===== src/dasp_pkg.sv =====
// Package of constants and types for the dual asynchronous serial ports
package dasp_pkg;
    // ==========================================================
    // Clock and timing
    localparam int CLK_HZ = 25000000;
    localparam int BAUD_MIN = 300;
    localparam int BAUD_MAX = 600000;
    localparam int DIV_W = 17;
    // Cycles per bit at the lowest and highest rates
    localparam int DIV_MAX = CLK_HZ / BAUD_MIN;
    localparam int DIV_MIN = CLK_HZ / BAUD_MAX;
    localparam logic [DIV_W-1:0] DIV_RST = 17'(CLK_HZ / 115200);
    // Reset pin low time, in ns, and the cycles it covers (rounded up)
    localparam int RST_MIN_NS = 2000;
    localparam int CLK_NS = 40;
    localparam int RST_CYC = (RST_MIN_NS + CLK_NS - 1) / CLK_NS;
    localparam logic [6:0] RST_CYC_W = 7'(RST_CYC);
    // ==========================================================
    // Frame format
    localparam int DATA_BITS = 8;
    localparam logic START_LVL = 1'b0;
    localparam logic STOP_LVL = 1'b1;
    localparam logic IDLE_LVL = 1'b1;
    localparam int FIFO_DEPTH = 32;
    // ==========================================================
    // Port 0 ownership
    typedef enum logic [0:0] {
        DASP_OWN_LOADER = 1'b0,
        DASP_OWN_APP = 1'b1
    } dasp_own_e;
endpackage


===== src/dasp_stream_if.sv =====
// Byte stream carrier between the serial engine and its receive FIFO
`timescale 1ns/1ps
`default_nettype none
interface dasp_stream_if;
    logic valid;
    logic ready;
    logic [7:0] data;
    modport src (output valid, output data, input ready);
    modport snk (input valid, input data, output ready);
endinterface
`default_nettype wire


===== src/dasp_fifo.sv =====
// Parameterised flip-flop FIFO with valid and ready on both sides
`timescale 1ns/1ps
`default_nettype none
module dasp_fifo #(
    parameter int WIDTH = 8,
    parameter int DEPTH = 32
) (
    input wire logic clk_sys_i,
    input wire logic rst_i,
    input wire logic flush_i,
    dasp_stream_if.snk wr,
    output logic rd_valid_o,
    output logic [WIDTH-1:0] rd_data_o,
    input wire logic rd_ready_i,
    output logic full_o
);
    localparam int AW = $clog2(DEPTH);
    logic [WIDTH-1:0] mem_ff [DEPTH];
    logic [AW:0] wp_ff;
    logic [AW:0] rp_ff;
    logic push;
    logic pop;
    logic empty;

    assign empty = (wp_ff == rp_ff);
    assign full_o = (wp_ff[AW] != rp_ff[AW]) && (wp_ff[AW-1:0] == rp_ff[AW-1:0]);
    // Back-pressure: the engine sees ready low once full
    assign wr.ready = ~full_o;
    assign push = wr.valid & ~full_o;
    assign pop = rd_ready_i & ~empty;
    assign rd_valid_o = ~empty;
    assign rd_data_o = mem_ff[rp_ff[AW-1:0]];

    always_ff @(posedge clk_sys_i) begin
        if (push) begin
            mem_ff[wp_ff[AW-1:0]] <= wr.data;
        end
    end

    always_ff @(posedge clk_sys_i or posedge rst_i) begin
        if (rst_i) begin
            wp_ff <= '0;
            rp_ff <= '0;
        end else if (flush_i) begin
            wp_ff <= '0;
            rp_ff <= '0;
        end else begin
            if (push) begin
                wp_ff <= wp_ff + (AW+1)'(1);
            end
            if (pop) begin
                rp_ff <= rp_ff + (AW+1)'(1);
            end
        end
    end
endmodule
`default_nettype wire


===== src/dasp_port.sv =====
// One full-duplex serial port: transmitter and receiver engines
`timescale 1ns/1ps
`default_nettype none
module dasp_port (
    input wire logic clk_sys_i,
    input wire logic rst_i,
    input wire logic [16:0] div_i,
    input wire logic rx_line_i,
    output logic tx_line_o,
    input wire logic tx_valid_i,
    input wire logic [7:0] tx_data_i,
    output logic tx_ready_o,
    output logic frame_err_o,
    output logic overrun_o,
    dasp_stream_if.src rx
);
    // ==========================================================
    // Transmitter
    typedef enum logic [1:0] {
        DASP_TX_IDLE = 2'b00,
        DASP_TX_START = 2'b01,
        DASP_TX_DATA = 2'b11,
        DASP_TX_STOP = 2'b10
    } dasp_tx_e;
    dasp_tx_e tx_st_ff;
    logic [16:0] tx_cnt_ff;
    logic [2:0] tx_bit_ff;
    logic [7:0] tx_sh_ff;
    logic tx_tick;

    assign tx_tick = (tx_cnt_ff == 17'h00000);
    assign tx_ready_o = (tx_st_ff == DASP_TX_IDLE);

    always_ff @(posedge clk_sys_i or posedge rst_i) begin
        if (rst_i) begin
            tx_st_ff <= DASP_TX_IDLE;
            tx_cnt_ff <= '0;
            tx_bit_ff <= '0;
            tx_sh_ff <= '0;
            tx_line_o <= dasp_pkg::IDLE_LVL;
        end else begin
            tx_cnt_ff <= tx_tick ? div_i - 17'h00001 : tx_cnt_ff - 17'h00001;
            case (tx_st_ff)
                DASP_TX_IDLE: begin
                    tx_line_o <= dasp_pkg::IDLE_LVL;
                    if (tx_valid_i) begin
                        tx_sh_ff <= tx_data_i;
                        tx_cnt_ff <= div_i - 17'h00001;
                        tx_line_o <= dasp_pkg::START_LVL;
                        tx_st_ff <= DASP_TX_START;
                    end
                end
                DASP_TX_START: begin
                    if (tx_tick) begin
                        tx_line_o <= tx_sh_ff[0];
                        tx_sh_ff <= {1'b0, tx_sh_ff[7:1]};
                        tx_bit_ff <= '0;
                        tx_st_ff <= DASP_TX_DATA;
                    end
                end
                DASP_TX_DATA: begin
                    if (tx_tick) begin
                        if (tx_bit_ff == 3'h7) begin
                            tx_line_o <= dasp_pkg::STOP_LVL;
                            tx_st_ff <= DASP_TX_STOP;
                        end else begin
                            tx_line_o <= tx_sh_ff[0];
                            tx_sh_ff <= {1'b0, tx_sh_ff[7:1]};
                            tx_bit_ff <= tx_bit_ff + 3'h1;
                        end
                    end
                end
                DASP_TX_STOP: begin
                    // One stop bit only
                    if (tx_tick) begin
                        tx_st_ff <= DASP_TX_IDLE;
                    end
                end
                default: begin
                    tx_st_ff <= DASP_TX_IDLE;
                end
            endcase
        end
    end

    // ==========================================================
    // Receiver; samples at mid bit, so no oversampling clock is needed
    typedef enum logic [1:0] {
        DASP_RX_IDLE = 2'b00,
        DASP_RX_START = 2'b01,
        DASP_RX_DATA = 2'b11,
        DASP_RX_STOP = 2'b10
    } dasp_rx_e;
    dasp_rx_e rx_st_ff;
    logic [16:0] rx_cnt_ff;
    logic [2:0] rx_bit_ff;
    logic [7:0] rx_sh_ff;
    logic rx_q1_ff;
    logic rx_q2_ff;
    logic rx_tick;

    assign rx_tick = (rx_cnt_ff == 17'h00000);

    // Extra resample stage guards against a slow edge on the pin
    always_ff @(posedge clk_sys_i or posedge rst_i) begin
        if (rst_i) begin
            rx_q1_ff <= 1'b1;
            rx_q2_ff <= 1'b1;
        end else begin
            rx_q1_ff <= rx_line_i;
            rx_q2_ff <= rx_q1_ff;
        end
    end

    always_ff @(posedge clk_sys_i or posedge rst_i) begin
        if (rst_i) begin
            rx_st_ff <= DASP_RX_IDLE;
            rx_cnt_ff <= '0;
            rx_bit_ff <= '0;
            rx_sh_ff <= '0;
            rx.valid <= 1'b0;
            rx.data <= '0;
            frame_err_o <= 1'b0;
            overrun_o <= 1'b0;
        end else begin
            frame_err_o <= 1'b0;
            overrun_o <= 1'b0;
            rx.valid <= 1'b0;
            rx_cnt_ff <= rx_tick ? div_i - 17'h00001 : rx_cnt_ff - 17'h00001;
            case (rx_st_ff)
                DASP_RX_IDLE: begin
                    if (rx_q2_ff == dasp_pkg::START_LVL) begin
                        rx_cnt_ff <= {1'b0, div_i[16:1]};
                        rx_st_ff <= DASP_RX_START;
                    end
                end
                DASP_RX_START: begin
                    if (rx_tick) begin
                        // Glitch shorter than half a bit is not a start bit
                        rx_st_ff <= (rx_q2_ff == dasp_pkg::START_LVL) ?
                            DASP_RX_DATA : DASP_RX_IDLE;
                        rx_bit_ff <= '0;
                    end
                end
                DASP_RX_DATA: begin
                    if (rx_tick) begin
                        rx_sh_ff <= {rx_q2_ff, rx_sh_ff[7:1]};
                        rx_bit_ff <= rx_bit_ff + 3'h1;
                        if (rx_bit_ff == 3'h7) begin
                            rx_st_ff <= DASP_RX_STOP;
                        end
                    end
                end
                DASP_RX_STOP: begin
                    if (rx_tick) begin
                        rx_st_ff <= DASP_RX_IDLE;
                        if (rx_q2_ff == dasp_pkg::STOP_LVL) begin
                            // Store without software help
                            rx.valid <= rx.ready;
                            rx.data <= rx_sh_ff;
                            overrun_o <= ~rx.ready;
                        end else begin
                            frame_err_o <= 1'b1;
                        end
                    end
                end
                default: begin
                    rx_st_ff <= DASP_RX_IDLE;
                end
            endcase
        end
    end
endmodule
`default_nettype wire


===== src/dasp_top.sv =====
// Top of the dual asynchronous serial port block
`timescale 1ns/1ps
`default_nettype none
module dasp_top (
    input wire logic clk_sys_i,
    input wire logic rst_i,
    input wire logic master_reset_n_i,
    input wire logic [16:0] baud_div_zero_i,
    input wire logic [16:0] baud_div_one_i,
    input wire logic app_start_i,
    input wire logic port_zero_receive_line_i,
    output logic port_zero_transmit_line_o,
    input wire logic port_one_receive_line_i,
    output logic port_one_transmit_line_o,
    input wire logic [1:0] tx_valid_i,
    input wire logic [15:0] tx_data_i,
    output logic [1:0] tx_ready_o,
    input wire logic [1:0] rx_ready_i,
    output logic [1:0] rx_valid_o,
    output logic [15:0] rx_data_o,
    input wire logic [1:0] load_ready_i,
    output logic load_valid_o,
    output logic [7:0] load_data_o,
    output logic port_zero_app_o,
    output logic [1:0] frame_err_o,
    output logic [1:0] overrun_o
);
    // ==========================================================
    // Module reset from the pin, filtered by the minimum low time
    logic [6:0] rst_cnt_ff;
    logic mrst_ff;
    logic blk_rst;

    always_ff @(posedge clk_sys_i or posedge rst_i) begin
        if (rst_i) begin
            rst_cnt_ff <= '0;
            mrst_ff <= 1'b0;
        end else if (master_reset_n_i) begin
            rst_cnt_ff <= '0;
            mrst_ff <= 1'b0;
        end else if (rst_cnt_ff == dasp_pkg::RST_CYC_W) begin
            mrst_ff <= 1'b1;
        end else begin
            rst_cnt_ff <= rst_cnt_ff + 7'h01;
        end
    end

    // Pulses shorter than the minimum low time are ignored; held reset is registered in mrst_ff, so it asserts and releases on clock edges
    assign blk_rst = rst_i | mrst_ff;

    // ==========================================================
    // Port zero ownership
    dasp_pkg::dasp_own_e own_ff;

    always_ff @(posedge clk_sys_i or posedge blk_rst) begin
        if (blk_rst) begin
            own_ff <= dasp_pkg::DASP_OWN_LOADER;
        end else if (app_start_i) begin
            own_ff <= dasp_pkg::DASP_OWN_APP;
        end
    end

    // ==========================================================
    // Baud divisors, clamped to the supported range
    logic [16:0] div_ff [2];
    logic [16:0] div_req [2];
    logic [1:0] rx_lines;
    logic [1:0] tx_lines;
    logic [1:0] tx_valid_q;
    logic [1:0] fifo_ready;
    logic [1:0] fifo_valid;
    logic [15:0] fifo_data;
    logic [1:0] fe;
    logic [1:0] ov;
    logic [1:0] txr;

    assign div_req[0] = baud_div_zero_i;
    assign div_req[1] = baud_div_one_i;
    assign rx_lines = {port_one_receive_line_i, port_zero_receive_line_i};

    // Taken only where valid meets ready; ready stays low while the loader owns port zero
    assign tx_valid_q = tx_valid_i & tx_ready_o;

    genvar g;
    generate
        for (g = 0; g < 2; g++) begin : g_port
            dasp_stream_if rxs ();

            always_ff @(posedge clk_sys_i or posedge blk_rst) begin
                if (blk_rst) begin
                    div_ff[g] <= dasp_pkg::DIV_RST;
                end else if (div_req[g] < 17'(dasp_pkg::DIV_MIN)) begin
                    div_ff[g] <= 17'(dasp_pkg::DIV_MIN);
                end else if (div_req[g] > 17'(dasp_pkg::DIV_MAX)) begin
                    div_ff[g] <= 17'(dasp_pkg::DIV_MAX);
                end else begin
                    div_ff[g] <= div_req[g];
                end
            end

            // Each port has its own engines and line pair
            dasp_port u_port (
                .clk_sys_i(clk_sys_i),
                .rst_i(blk_rst),
                .div_i(div_ff[g]),
                .rx_line_i(rx_lines[g]),
                .tx_line_o(tx_lines[g]),
                .tx_valid_i(tx_valid_q[g]),
                .tx_data_i(tx_data_i[g*8 +: 8]),
                .tx_ready_o(txr[g]),
                .frame_err_o(fe[g]),
                .overrun_o(ov[g]),
                .rx(rxs.src)
            );

            dasp_fifo #(
                .WIDTH(8),
                .DEPTH(dasp_pkg::FIFO_DEPTH)
            ) u_fifo (
                .clk_sys_i(clk_sys_i),
                .rst_i(blk_rst),
                .flush_i(1'b0),
                .wr(rxs.snk),
                .rd_valid_o(fifo_valid[g]),
                .rd_data_o(fifo_data[g*8 +: 8]),
                .rd_ready_i(fifo_ready[g]),
                .full_o()
            );
        end
    endgenerate

    // ==========================================================
    // Route port zero data: loader first, application later
    // Only port zero feeds the loader; port one cannot reach it
    logic take0;
    logic take1;
    logic load_path;

    assign load_path = (own_ff == dasp_pkg::DASP_OWN_LOADER);
    // Output stage accepts when empty or being consumed
    assign take0 = fifo_valid[0] & (load_path ?
        (~load_valid_o | load_ready_i[0]) : (~rx_valid_o[0] | rx_ready_i[0]));
    assign take1 = fifo_valid[1] & (~rx_valid_o[1] | rx_ready_i[1]);
    assign fifo_ready = {take1, take0};

    always_ff @(posedge clk_sys_i or posedge blk_rst) begin
        if (blk_rst) begin
            load_valid_o <= 1'b0;
            load_data_o <= '0;
            rx_valid_o <= '0;
            rx_data_o <= '0;
        end else begin
            if (load_ready_i[0] | ~load_path) begin
                load_valid_o <= 1'b0;
            end
            if (rx_ready_i[0]) begin
                rx_valid_o[0] <= 1'b0;
            end
            if (rx_ready_i[1]) begin
                rx_valid_o[1] <= 1'b0;
            end
            if (take0 & load_path) begin
                load_valid_o <= 1'b1;
                load_data_o <= fifo_data[7:0];
            end
            if (take0 & ~load_path) begin
                rx_valid_o[0] <= 1'b1;
                rx_data_o[7:0] <= fifo_data[7:0];
            end
            if (take1) begin
                rx_valid_o[1] <= 1'b1;
                rx_data_o[15:8] <= fifo_data[15:8];
            end
        end
    end

    // ==========================================================
    // Registered outputs
    always_ff @(posedge clk_sys_i or posedge blk_rst) begin
        if (blk_rst) begin
            port_zero_transmit_line_o <= dasp_pkg::IDLE_LVL;
            port_one_transmit_line_o <= dasp_pkg::IDLE_LVL;
            tx_ready_o <= '0;
            port_zero_app_o <= 1'b0;
            frame_err_o <= '0;
            overrun_o <= '0;
        end else begin
            port_zero_transmit_line_o <= tx_lines[0];
            port_one_transmit_line_o <= tx_lines[1];
            tx_ready_o <= {txr[1], txr[0] & ~load_path} & ~tx_valid_q;
            port_zero_app_o <= ~load_path;
            frame_err_o <= fe;
            overrun_o <= ov;
        end
    end
endmodule
`default_nettype wire


===== config.mk =====
export PLATFORM = sky130hd
export DESIGN_NAME = dasp_top
export DESIGN_NICKNAME = d
export VERILOG_FILES = /design/src/dasp_pkg.sv /design/src/dasp_stream_if.sv /design/src/dasp_fifo.sv /design/src/dasp_port.sv /design/src/dasp_top.sv
export SDC_FILE = /design/constraint.sdc
export NUM_CORES = 1
export LEC_CHECK = 0
export ABC_AREA = 1
export BUFFER_PORTS_ARGS = -buffer_cell sky130_fd_sc_hd__buf_2
export CAP_MARGIN = 20
export CORE_MARGIN = 1
export CORE_UTILIZATION = 45
export DETAILED_ROUTE_END_ITERATION = 6
export PLACE_DENSITY = 0.71
export SETUP_SLACK_MARGIN = 0.5
export SLEW_MARGIN = 5
export SYNTH_ARGS = -nofsm -noshare
export SYNTH_HDL_FRONTEND = slang
export SYNTH_SLANG_ARGS = --single-unit

===== constraint.sdc =====
create_clock -name clk_sys_i -period 33.8 [get_ports clk_sys_i]
set_clock_uncertainty 0.2 [all_clocks]
set_input_delay 5.07 -clock clk_sys_i [delete_from_list [all_inputs] [get_ports clk_sys_i]]
set_output_delay 5.07 -clock clk_sys_i [all_outputs]
set_load 0.02 [all_outputs]

======== Yosys cells after proc, flatten, opt, wreduce, memory -nomap -nowiden ========
Memories as Yosys holds them, arrays and structs flattened. A register that Yosys moved wholly into a read port is not among the register bits.
Index checks and enable logic that the tools add are counted.
W data, S select, Z words.
storage, ports and cells
  output and inout bits ................... 36
  bits in registers ....................... 243
  memory bits (writable) .................. 512
  memories kept ........................... 2
cells by class
  multiplexer cells ....................... 109
  reduce and logical (&&, ||, !) cells .... 36
  bitwise operators ....................... 25
  add/sub/neg operators ................... 15
  eq/ne operators ......................... 46
  order comparisons ....................... 4
memories
  memory                   words  width  read ports  clocked after Yosys merged registers in  wr ports  line             source
  g_port[0].u_fifo.mem_ff  32     8      1           0                                        1         dasp_fifo.sv:18  logic [WIDTH-1:0] mem_ff [DEPTH];
  g_port[1].u_fifo.mem_ff  32     8      1           1                                        1         dasp_fifo.sv:18
operators with widths
  operator                 count
  $mux W17                 16
  $sub A17 B1 Y17 const B  6
  $logic_not A17 Y1        4
  $mux W8                  8
  $pmux W8 S3              2
  $mux W2                  22
  $mux W1                  39
  $gt A17 B17 Y1 const B   2
  $lt A17 B6 Y1 const B    2
  $ne A2 B1 Y1 const B     16
  $pmux W2 S4              4
  $mux W3                  10
  $reduce_and A5 Y1        6
  $add A6 B1 Y6 const B    4
  $pmux W3 S2              4
  $reduce_and A3 Y1        6
  $eq A2 B2 Y1 const B     8
  $reduce_bool A2 Y1       8
  $mux W7                  2
  $ne A2 B2 Y1 const B     7
  $add A3 B1 Y3 const B    4
  $eq A3 B3 Y1 const B     4
  $eq A6 B6 Y1             2
  $eq A5 B5 Y1             2
  other kinds (15)         47

======== Logic depth before layout (Yosys ltp) ========
Gate-level depths: netlist of the first run.
  depth after elaboration ................. 6
  gate-level depth with buffers ........... 12

======== Hierarchy ========
Synthesis of the first run repeated with hierarchy kept, for this count alone.
second synthesis, totals
  cell total of the unflattened synthesis .. 3,525
  area total of the unflattened synthesis .. 34,864.7 um^2
by module, submodules not included
  module                         cells each  instances  area each (um^2)
  dasp_fifo at g_port[1].u_fifo  979         1          11,334.6
  dasp_fifo at g_port[0].u_fifo  979         1          11,320.9
  dasp_port at g_port[1].u_port  621         1          4,530.6
  dasp_port at g_port[0].u_port  605         1          4,489.3
  dasp_top                       341         1          3,189.3

======== Worst setup path before layout of the first run ========
No wires, ideal clock.
  path type ............................... input port to flip-flop
  start point ............................. in baud_div_zero_i[15]
  end point ............................... reg div_ff[22] (netlist name)
  required time ........................... 33,471 ps
  stages on the path ...................... 7
  setup time .............................. 129 ps
  arrival time ............................ 5,955 ps
  slack ................................... 27,516 ps
  cell sequence ........................... inv_1 > nand2_1 > nor3_1 > nand2_1 > o21ai_0 > buf_2 > o21ai_0
between the ends
  word-level cells in the longest chain between the ends .. 3
ends and longest elaborated chain
  element                        line            source
  start, declared                dasp_top.sv:8   input wire logic [16:0] baud_div_zero_i,
  $gt A17 B17 Y1                 dasp_top.sv:94  end else if (div_req[g] > 17'(dasp_pkg::DIV_MAX)) begin
  $mux W17                       dasp_top.sv:94
  $mux W17 (*)                   dasp_top.sv:92  end else if (div_req[g] < 17'(dasp_pkg::DIV_MIN)) begin
  end signal, assigned by index  dasp_top.sv:91  div_ff[g] <= dasp_pkg::DIV_RST;
  end signal, assigned by index  dasp_top.sv:93  div_ff[g] <= 17'(dasp_pkg::DIV_MIN);
  end signal, assigned by index  dasp_top.sv:95  div_ff[g] <= 17'(dasp_pkg::DIV_MAX);
  end, declared                  dasp_top.sv:65  logic [16:0] div_ff [2];
Mark *: on every way between the ends. The rest lies on a longest branch, timed or not.
A chain may end at the register's enable or synchronous reset.

==> results of run 1 <==
==> cell families (layout without fill, tap and decap cells) <==
logic type | after synthesis | in the layout | share of synthesized area
and+or+nand+nor | 2141 | 2141 | 0.2528
adders and majority gates | 30 | 30 | 0.01072
muxes | 1 | 1 | 0.0002858
DFF | 763 | 763 | 0.6189
buffers and inverters | 518 | 678 | 0.06008
AOI/OAI and AO/OA | 269 | 269 | 0.04151
xor gates and xnor gates | 63 | 63 | 0.01575
==> worst register-to-register path, delay by kind of cell, from the launching register on <==
family,cells,cell delay [ns]
AND/OR/NAND/NOR,7,1.65
flip-flops,1,0.42
AO/OA/AOI/OAI,1,0.04
buffers and inverters,2,1.05
==> flip-flops by register name (all words and copies together) (netlist names), 7 cells and up <==
| signal | count |
|---|---|
| div_ff | 34 |
| g_port.u_fifo.mem_ff | 512 |
| g_port.u_fifo.rp_ff | 12 |
| g_port.u_fifo.wp_ff | 12 |
| g_port.u_port.rx.data | 16 |
| g_port.u_port.rx_cnt_ff | 34 |
| g_port.u_port.rx_sh_ff | 16 |
| g_port.u_port.tx_cnt_ff | 34 |
| g_port.u_port.tx_sh_ff | 16 |
| load_data_o | 8 |
| rst_cnt_ff | 7 |
| rx_data_o | 16 |
==> synthesized netlist by cell type, types with 9 or more instances <==
cell type  instances
clkinv_1           9
inv_1            352
o21ai_2           16
o21ai_0          157
dfstp_2           18
or2_2             14
a21oi_1           62
buf_1             19
xor2_1            48
nor3_1            66
nand4_1           19
nand2_1         1214
o21ai_1           14
edfxtp_1         512
buf_2             83
clkbuf_1          35
dfrtp_1          233
nand3_1          370
ha_1              30
nor2_1           423
xnor2_1           15
==> routing by layer <==
| metal | global-route usage | up-vias | wire [um] | share of wire |
|---|---|---|---|---|
| li1 | - | 12510 | - | - |
| met1 | 0.2819 | 11940 | 34970 | 0.44 |
| met2 | 0.3354 | 785 | 38300 | 0.48 |
| met3 | 0.02901 | 133 | 5011 | 0.062 |
| met4 | 0.06137 | 0 | 1950 | 0.024 |
| met5 | 0 | - | 0 | 0 |
==> where the power goes <==
part / internal [mW] / switching [mW]
sequential: 1.03 / 0.0650
clock: 0.513 / 0.366
combinational: 0.218 / 0.519
total: 1.76 / 0.951
==> layout make-up <==
class                   instances  area [um^2]
fillers                      6783        37090
repair buffers                157         1074
flip-flops and latches        763        21690
well taps                    1030         1289
inverters                     372         1406
clock buffers                 115         2248
clock inverters                34        405.4
multi-input cells            2504        11250
==> worst paths after layout <==
check / start / endpoint / slack (ns) / cells after the start
worst max-delay path: rst_i / port_zero_transmit_line_o / 27.06 / 5
worst min-delay path: g_port[0].u_port.rx_q1_ff / g_port[0].u_port.rx_q2_ff / 0.16 / 0
worst max register to register: g_port[1].u_fifo.rp_ff[0] / g_port[1].u_fifo.mem_ff[23][3] / 30.04 / 10
worst min register to register: g_port[0].u_port.rx_q1_ff / g_port[0].u_port.rx_q2_ff / 0.16 / 0
max in group clk_sys_i: port_zero_transmit_line_o / port_zero_transmit_line_o / 27.21 / 1
min in group asynchronous: mrst_ff / overrun_o[1] / 0.32 / 1
==> per-stage QoR <==
step | hold slack, ns | setup WS, ns | instance area (um^2)
final | 0.1552 | 27.06 | 39360
after global routing | 0.1572 | 26.71 | 39360
after global placement | 0.1388 | 25.86 | 36420
after floorplan | 0.1312 | 14.06 | 35030
after detailed placement | 0.1448 | 25.84 | 36550
after CTS | 0.1565 | 26.52 | 39200
==> impl_metrics.json, run 1 <==
{
  "die_h_um": 281.0,
  "worst_ep_required_time_ns": 34.33,
  "vias": 25380,
  "final_cell_mix": "nand2_1 (1214), edfxtp_1 (512), nor2_1 (422)",
  "synth_area_leaders": "edfxtp_1 (44%), dfrtp_1 (17%), nand2_1 (13%), nand3_1 (5.3%), nor2_1 (4.5%)",
  "ys_types": 50,
  "initial_core_util": 0.4581,
  "grt_pass1_wl_mm": 127.1,
  "avgSynthCellArea_um2": 9.254,
  "ys_ff_latch": 763,
  "path_clk_slew_ns": 0.06,
  "htreeDepth": 3,
  "diodes": 0,
  "clockBufferDepth": 3,
  "io_pins": 98,
  "cts_sinks": 763,
  "cellLeakagePower_nw": 16.67,
  "routabilityCongestion": 0.8976,
  "post_cts_buffers": 0,
  "final_util": 0.5149,
  "crit_family": "buffers and inverters",
  "antenna_found_initial": 0,
  "tns_ns": 0,
  "drc": 0,
  "grt_overflow": 0,
  "critical_path_class": "in -> async",
  "drt-wirelength-per-cell_um": 16.13,
  "viasPerCell": 5.101,
  "cp_cell_sequence": "buf_2, nor2_4, buf_12, buf_4, buf_16",
  "total_power_mw": 2.716,
  "cp-end-kind": "asynchronous set/reset pin",
  "numCtsBuffers": 80,
  "synth-edff-count": 512,
  "syn_nets": 3877,
  "slowest_stage": "nor2_4",
  "slew_headroom": 0.2764,
  "cp_slowest_stage_delay_ns": 0.66,
  "yosysTopAreaCell": "edfxtp_1",
  "power.density_nw_per_um2": 68.99,
  "hold_viol_final": 0,
  "slew_viol_final": 0,
  "track_usage": 0.2046,
  "drive_gt1_frac": 0.09151,
  "grt_pass1_vias": 23910,
  "cp-start-kind": "input port",
  "wirelength_mm": 80.24,
  "peakVddDrop_v": 0.00004714,
  "dp_hpwl_mm": 50.75,
  "rsz0062_at_grt": "false",
  "die_w_um": 281.0,
  "grt_max_degree": 139,
  "ys_seq_area_frac": 0.6189,
  "ant_nets": 0,
  "cts_root_buf": "clkbuf_16",
  "finalNonFillerCells": 4975,
  "synthArstFlopShare": 0.3290,
  "finalSetupViolations": 0,
  "cts_tree": "built",
  "core_um2": 76450,
  "worst-path-buf-inv": 4,
  "cap_violations": 0,
  "fmax_mhz": 148.3,
  "post_cts_resized": 0,
  "drtPass1Iterations": 5,
  "period_minus_slack_ns": 6.742,
  "clk_latency_ns": 0.64,
  "netlist_area_um2": 35030,
  "run_status": "complete, no violations",
  "drt_iter0_drc": 2564,
  "worst_slew_pin_slew_ns": 1.085,
  "syn2layout_area_growth_pct": 12.38,
  "die_area_um2": 78960,
  "synth_ff_type": "edfxtp_1",
  "hold_buffers": 0,
  "placement_rows": 101,
  "critPathMaxFanout": 138,
  "yosys_warnings": 0,
  "crit_arrival_ns": 7.27,
  "hp-class": "reg -> reg",
  "dp_cells": 4815,
  "synth_top_area_frac": 0.4389,
  "final_common_cell": "nand2_1",
  "syn_inst": 3785,
  "nets": 3970,
  "portBuffers": 96,
  "final.period_utilization": 0.1995
}
(Power assumes the default switching activity.)
==> run 2, diff against run 1 <==
Settings changed: ABC_AREA 1 to 0, PLACE_DENSITY 0.71 to 0.73.
Clock period 33.8 ns to 5.48 ns, I/O delays scaled along.
==> run 2 against run 1 <==
- non-clock buffer count is 21 lower
- worst setup slack worse by 26 ns
- clock power grew to 6.2 times the previous value
- die area is 8.3% lower
- register-to-register slack worse by 29 ns
- sequential power grew to 6.2 times the previous value
- first-iteration DRC count is 41% lower
- combinational power is 140% higher
- critical path depth is 1 higher
- core utilization is 0.59 points higher
- largest cell class unchanged
==> impl_metrics.json, run 2 <==
{
  "antenna_found_initial": 0,
  "holdPathStages": 1,
  "dp_hpwl_mm": 41.25,
  "grt_pass1_wl_mm": 103.8,
  "cts_root_buf": "clkbuf_16",
  "fmax_mhz": 250.6,
  "cp_cell_sequence": "buf_4, nand3_1, o22ai_1, a2111oi_0, a21oi_1, mux2_2",
  "wirelength_mm": 65.49,
  "slowest_stage": "a2111oi_0",
  "placedInstanceArea_um2": 33570,
  "fillers": 5688,
  "cp-start-kind": "flip-flop",
  "io_pins": 98,
  "cts_tree": "built",
  "slew_viol_final": 0,
  "track_usage": 0.1809,
  "pre_cts_slack_ns": 1.637,
  "period_minus_slack_ns": 3.991,
  "grt_pass1_vias": 19220,
  "htreeDepth": 3,
  "r2r.worst_path.cells": 6,
  "clock_power_share": 0.390,
  "synthArstFlopShare": 0.3290,
  "cp_slowest_stage_delay_ns": 1.01,
  "ys_seq_area_frac": 0.6751,
  "post_cts_buffers": 0,
  "path_clk_slew_ns": 0.06,
  "swShare": 0.2525,
  "syn2layout_area_growth_pct": 13.96,
  "die_h_um": 269.1,
  "worst_ep_required_time_ns": 5.78,
  "drtPass1Iterations": 5,
  "synth_commonest_cells": "edfxtp_1 (512), dfrtp_1 (233), mux2i_1 (195)",
  "avgSynthCellArea_um2": 14.50,
  "drive_gt1_frac": 0.1784,
  "multiInputGateArea_um2": 9903,
  "ys_types": 69,
  "synth_top_area_frac": 0.4788,
  "netlist_area_um2": 32110,
  "initial_core_util": 0.4569,
  "cts_sinks": 763,
  "vias": 18570,
  "drc": 0,
  "fin_ws_ns": 1.489,
  "drt_iter0_drc": 1500,
  "die_w_um": 269.1,
  "total_power_mw": 14.01,
  "syn_inst": 2215,
  "cp-end-kind": "flip-flop",
  "routabilityCongestion": 0.8417,
  "numCtsBuffers": 79,
  "worst_slew_pin_slew_ns": 1.105,
  "power_frac_seq": 0.484,
  "syn_nets": 2307,
  "peakVddDrop_v": 0.0004577,
  "cp.depth": 6,
  "yosysTopAreaCell": "edfxtp_1",
  "synth-edff-count": 512,
  "die_area_um2": 72430,
  "register_area_um2": 21690,
  "crit_family": "compound AO/OA/AOI/OAI gates",
  "fin_area_um2": 36590,
  "worst-path-buf-inv": 1,
  "yosys_warnings": 0,
  "nets": 2420,
  "p_int_mw": 10.48,
  "hold_viol_final": 0,
  "clk_latency_ns": 0.62,
  "ant_nets": 0,
  "rsz0062_at_grt": "false",
  "cellLeakagePower_nw": 12.47,
  "drt-wirelength-per-cell_um": 19.65,
  "synth_area_leaders": "edfxtp_1 (48%), dfrtp_1 (18%), mux2i_1 (6.1%), mux4_2 (3.2%), mux2_2 (2.5%)",
  "grt_overflow": 0,
  "finalSetupViolations": 0,
  "largest_reg_flops": 512,
  "yosysMostFrequentCell": "edfxtp_1",
  "final_cell_mix": "edfxtp_1 (512), dfrtp_1 (231), mux2i_1 (195)",
  "synth_ff_type": "edfxtp_1",
  "diodes": 0,
  "slew_headroom": 0.2446,
  "final_common_cell": "edfxtp_1",
  "portBuffers": 96,
  "power.density_nw_per_um2": 383.0,
  "final.period_utilization": 0.7283,
  "p_sw_mw": 3.539,
  "clockBufferDepth": 3,
  "critical_path_class": "reg -> reg",
  "hp-class": "in -> reg",
  "ys_ff_latch": 763,
  "tns_ns": 0,
  "viasPerCell": 5.572,
  "placement_rows": 97,
  "p_comb_frac": 0.126,
  "core_um2": 70270,
  "crit_arrival_ns": 4.29,
  "run_status": "complete, no violations",
  "cap_violations": 0,
  "critPathMaxFanout": 24,
  "grt_max_degree": 133
}
[run 2: power by group through the flow]
| stage | Sequential [mW] | Combinational (mW) | Clock (mW) |
|---|---|---|---|
| 2_1_floorplan | 6.84 | 1.35 | 0 |
| 3_3_place_gp | 6.87 | 1.71 | 0 |
| 3_5_place_dp | 6.90 | 1.76 | 0 |
| 4_1_cts | 6.78 | 1.77 | 5.57 |
| 5_1_grt | 6.84 | 1.93 | 5.79 |
| 6_report | 6.79 | 1.76 | 5.46 |
[run 2: logic make-up (layout without fill, tap and decap cells)]
| group | Yosys count | count (layout) | synth area share |
|---|---|---|---|
| muxes | 314 | 314 | 0.1189 |
| and+or+nand+nor | 545 | 545 | 0.08432 |
| xor gates and xnor gates | 117 | 117 | 0.03191 |
| adders and majority gates | 30 | 30 | 0.01169 |
| buffers and inverters | 142 | 320 | 0.01761 |
| AOI/OAI and AO/OA | 304 | 304 | 0.06044 |
| DFF | 763 | 763 | 0.6751 |
[run 2: through the flow]
stage	instances	util	hold WS (ns)
finish	3333	0.5207	0.1033
global route	3333	0.5207	0.08146
CTS	3314	0.5158	0.05728
detailed placement	3167	0.4777	0.1371
global placement	3165	0.4776	0.1336
floorplan	2215	-	0.1312
[run 2: area by class of cell]
class                   count  area share
flip-flops and latches    763      0.5926
multi-input cells        1310      0.2706
clock buffers             103     0.05936
well taps                 940     0.03214
repair buffers            136     0.02776
clock inverters            43     0.01357
inverters                  38    0.003898
[run 2: routing by layer]
layer / vias to the layer above / share of wire / global-route usage
met5: - / 0 / 0
met4: 0 / 0.028 / 0.06857
met3: 107 / 0.059 / 0.02966
met2: 530 / 0.49 / 0.2965
met1: 9380 / 0.43 / 0.2425
li1: 8554 / - / -
[run 2: repair_timing]
action | CTS | global route
hold buffers | 1 | 0
endpoints found under the hold margin | 8 | 0
resized for setup | 0 | 0
[run 2: path summary, 6_finish.rpt]
path                                                     end                  startpoint  slack, ns
worst min register to register                  overrun_o[0]  g_port[0].u_port.overrun_o       0.15
worst min-delay path               g_port[0].u_port.rx_q1_ff    port_zero_receive_line_i       0.10
min in group asynchronous       g_port[0].u_port.tx_sh_ff[6]                     mrst_ff       0.32
worst max-delay path                          load_data_o[4]   g_port[0].u_fifo.rp_ff[2]       1.49
worst max register to register                load_data_o[4]   g_port[0].u_fifo.rp_ff[2]       1.49
max in group asynchronous                     frame_err_o[1]                       rst_i       3.27
==> run 3, diff against run 2 <==
Settings changed: ABC_AREA 0 to 1.
Clock period 5.48 ns to 3.6 ns, I/O delays scaled along.
==> run 3 against run 2 <==
- die area increased by 9.0%
- total power increased by 82%
- register-to-register slack got worse by 0.79 ns
- clock power increased by 51%
- worst setup slack got worse by 0.79 ns
- non-clock buffer count increased by 68
- design area increased by 9.1%
- first-iteration DRC count increased by 50%
- core utilization increased by 0.14 points
- via count increased by 38%
- global-route usage increased by 2.4 points
- highest routed layer unchanged
==> impl_metrics.json, run 3 (synthesized netlist as in run 1, its figures left out) <==
{
  "cellLeakagePower_nw": 16.93,
  "worst_slew_pin_slew_ns": 1.032,
  "largest_reg_flops": 512,
  "worst-path-buf-inv": 2,
  "finalSetupViolations": 0,
  "numCtsBuffers": 79,
  "placement_rows": 101,
  "cts_sinks": 763,
  "worst_ep_required_time_ns": 3.65,
  "final.period_utilization": 0.8063,
  "track_usage": 0.2050,
  "cp-start-kind": "flip-flop",
  "cp_slowest_stage_delay_ns": 0.85,
  "critical_path_class": "reg -> reg",
  "dp_hpwl_mm": 50.95,
  "register_area_um2": 21690,
  "fmax_mhz": 344.5,
  "cp-end-kind": "flip-flop",
  "power.density_nw_per_um2": 639.9,
  "routabilityCongestion": 0.9093,
  "htreeDepth": 3,
  "grt_pass1_vias": 24380,
  "syn2layout_area_growth_pct": 13.96,
  "cp_cell_sequence": "clkinv_1, nand2_1, nand2_1, inv_1, nand4_4, nand2_4, nor3_1",
  "grt_overflow": 0,
  "drt_iter0_drc": 2243,
  "cts_tree": "built",
  "total_power_mw": 25.54,
  "path_clk_slew_ns": 0.06,
  "nets": 4016,
  "reg2reg_slack_ns": 0.70,
  "core_um2": 76450,
  "drive_gt1_frac": 0.09171,
  "crit_top_cell": "nand2_1",
  "slew_viol_final": 0,
  "diodes": 0,
  "antenna_found_initial": 1,
  "grt_max_degree": 139,
  "peakVddDrop_v": 0.0004312,
  "slowest_stage": "nor3_1",
  "vias": 25580,
  "run_status": "complete, no violations",
  "drtPass1Iterations": 5,
  "final_common_cell": "nand2_1",
  "crit_family": "simple AND/OR/NAND/NOR gates",
  "io_pins": 98,
  "drt-wirelength-per-cell_um": 16.00,
  "initial_core_util": 0.4581,
  "crit_arrival_ns": 2.95,
  "period_minus_slack_ns": 2.903,
  "ant_nets": 0,
  "drc": 0,
  "wirelength_mm": 80.33,
  "viasPerCell": 5.094,
  "clockBufferDepth": 3,
  "portBuffers": 96,
  "hold_viol_final": 0,
  "post_cts_buffers": 0,
  "die_h_um": 281.0,
  "rsz0062_at_grt": "true",
  "critPathMaxFanout": 35,
  "grt_pass1_wl_mm": 127.6,
  "hp-class": "in -> reg",
  "final_cell_mix": "nand2_1 (1214), edfxtp_1 (512), nor2_1 (422)",
  "die_area_um2": 78960,
  "clk_latency_ns": 0.64,
  "slew_headroom": 0.3066,
  "multiInputGateArea_um2": 11280,
  "die_w_um": 281.0,
  "final_util": 0.5221,
  "cap_violations": 0,
  "cts_root_buf": "clkbuf_16",
  "fillers": 6607
}
==> run 3: cell type report <==
cell class / count / share of cell area
inverters: 372 / 0.03523
well taps: 1030 / 0.03229
clock inverters: 38 / 0.01235
multi-input cells: 2504 / 0.2825
clock buffers: 110 / 0.05395
flip-flops and latches: 763 / 0.5434
repair buffers: 204 / 0.04031
==> run 3: repair_timing <==
item                                    4_1_cts  5_1_grt
hold buffers                                 45        0
endpoints found under the hold margin        63        0
endpoints found under the setup margin        0       40
gates resized for setup                       0        5
==> run 3: where the power goes <==
part,internal [mW],switching [mW]
logic,2.14,5.01
clock network,4.76,3.47
registers,9.71,0.458
total,16.6,8.93
==> run 3: through the flow <==
step | std cells | cell area (um^2) | hold WS, ns | setup slack (ns) | TNS [ns]
detailed placement | 4814 | 36580 | 0.1347 | 0.6202 | 0
global route | 5021 | 39920 | 0.05271 | 0.4876 | 0
CTS | 5007 | 39680 | 0.002456 | 0.6592 | 0
global placement | 4811 | 36550 | 0.1334 | 0.6640 | 0
finish | 5021 | 39920 | 0.04101 | 0.6974 | 0
floorplan | 3785 | 35030 | 0.1312 | -1.941 | -448.45
==> run 3: per-layer routing <==
| layer | vias up | share of wire | global-route usage |
|---|---|---|---|
| met5 | - | 0 | 0 |
| met4 | 0 | 0.027 | 0.06964 |
| met3 | 147 | 0.072 | 0.03342 |
| met2 | 834 | 0.47 | 0.3350 |
| met1 | 12000 | 0.43 | 0.2773 |
| li1 | 12600 | - | - |
==> run 3: worst paths after layout <==
kind | startpoint | endpoint | cells after the start
max | g_port[0].u_fifo.rp_ff[4] | g_port[0].u_fifo.mem_ff[21][5] | 7
min | tx_data_i[12] | g_port[1].u_port.tx_sh_ff[4] | 5
max reg2reg | g_port[0].u_fifo.rp_ff[4] | g_port[0].u_fifo.mem_ff[21][5] | 7
min reg2reg | g_port[0].u_port.frame_err_o | frame_err_o[0] | 0
max in group asynchronous | rst_i | g_port[0].u_port.tx_cnt_ff[5] | 4
min in group asynchronous | rst_i | rst_cnt_ff[4] | 3
==> run 3: tightest hold or removal path, cell delays in order <==
cell     delay [ns]
buf_2          0.08
nand2_1        0.05
nand2_1        0.05
nand3_1        0.06
nand2_1        0.06
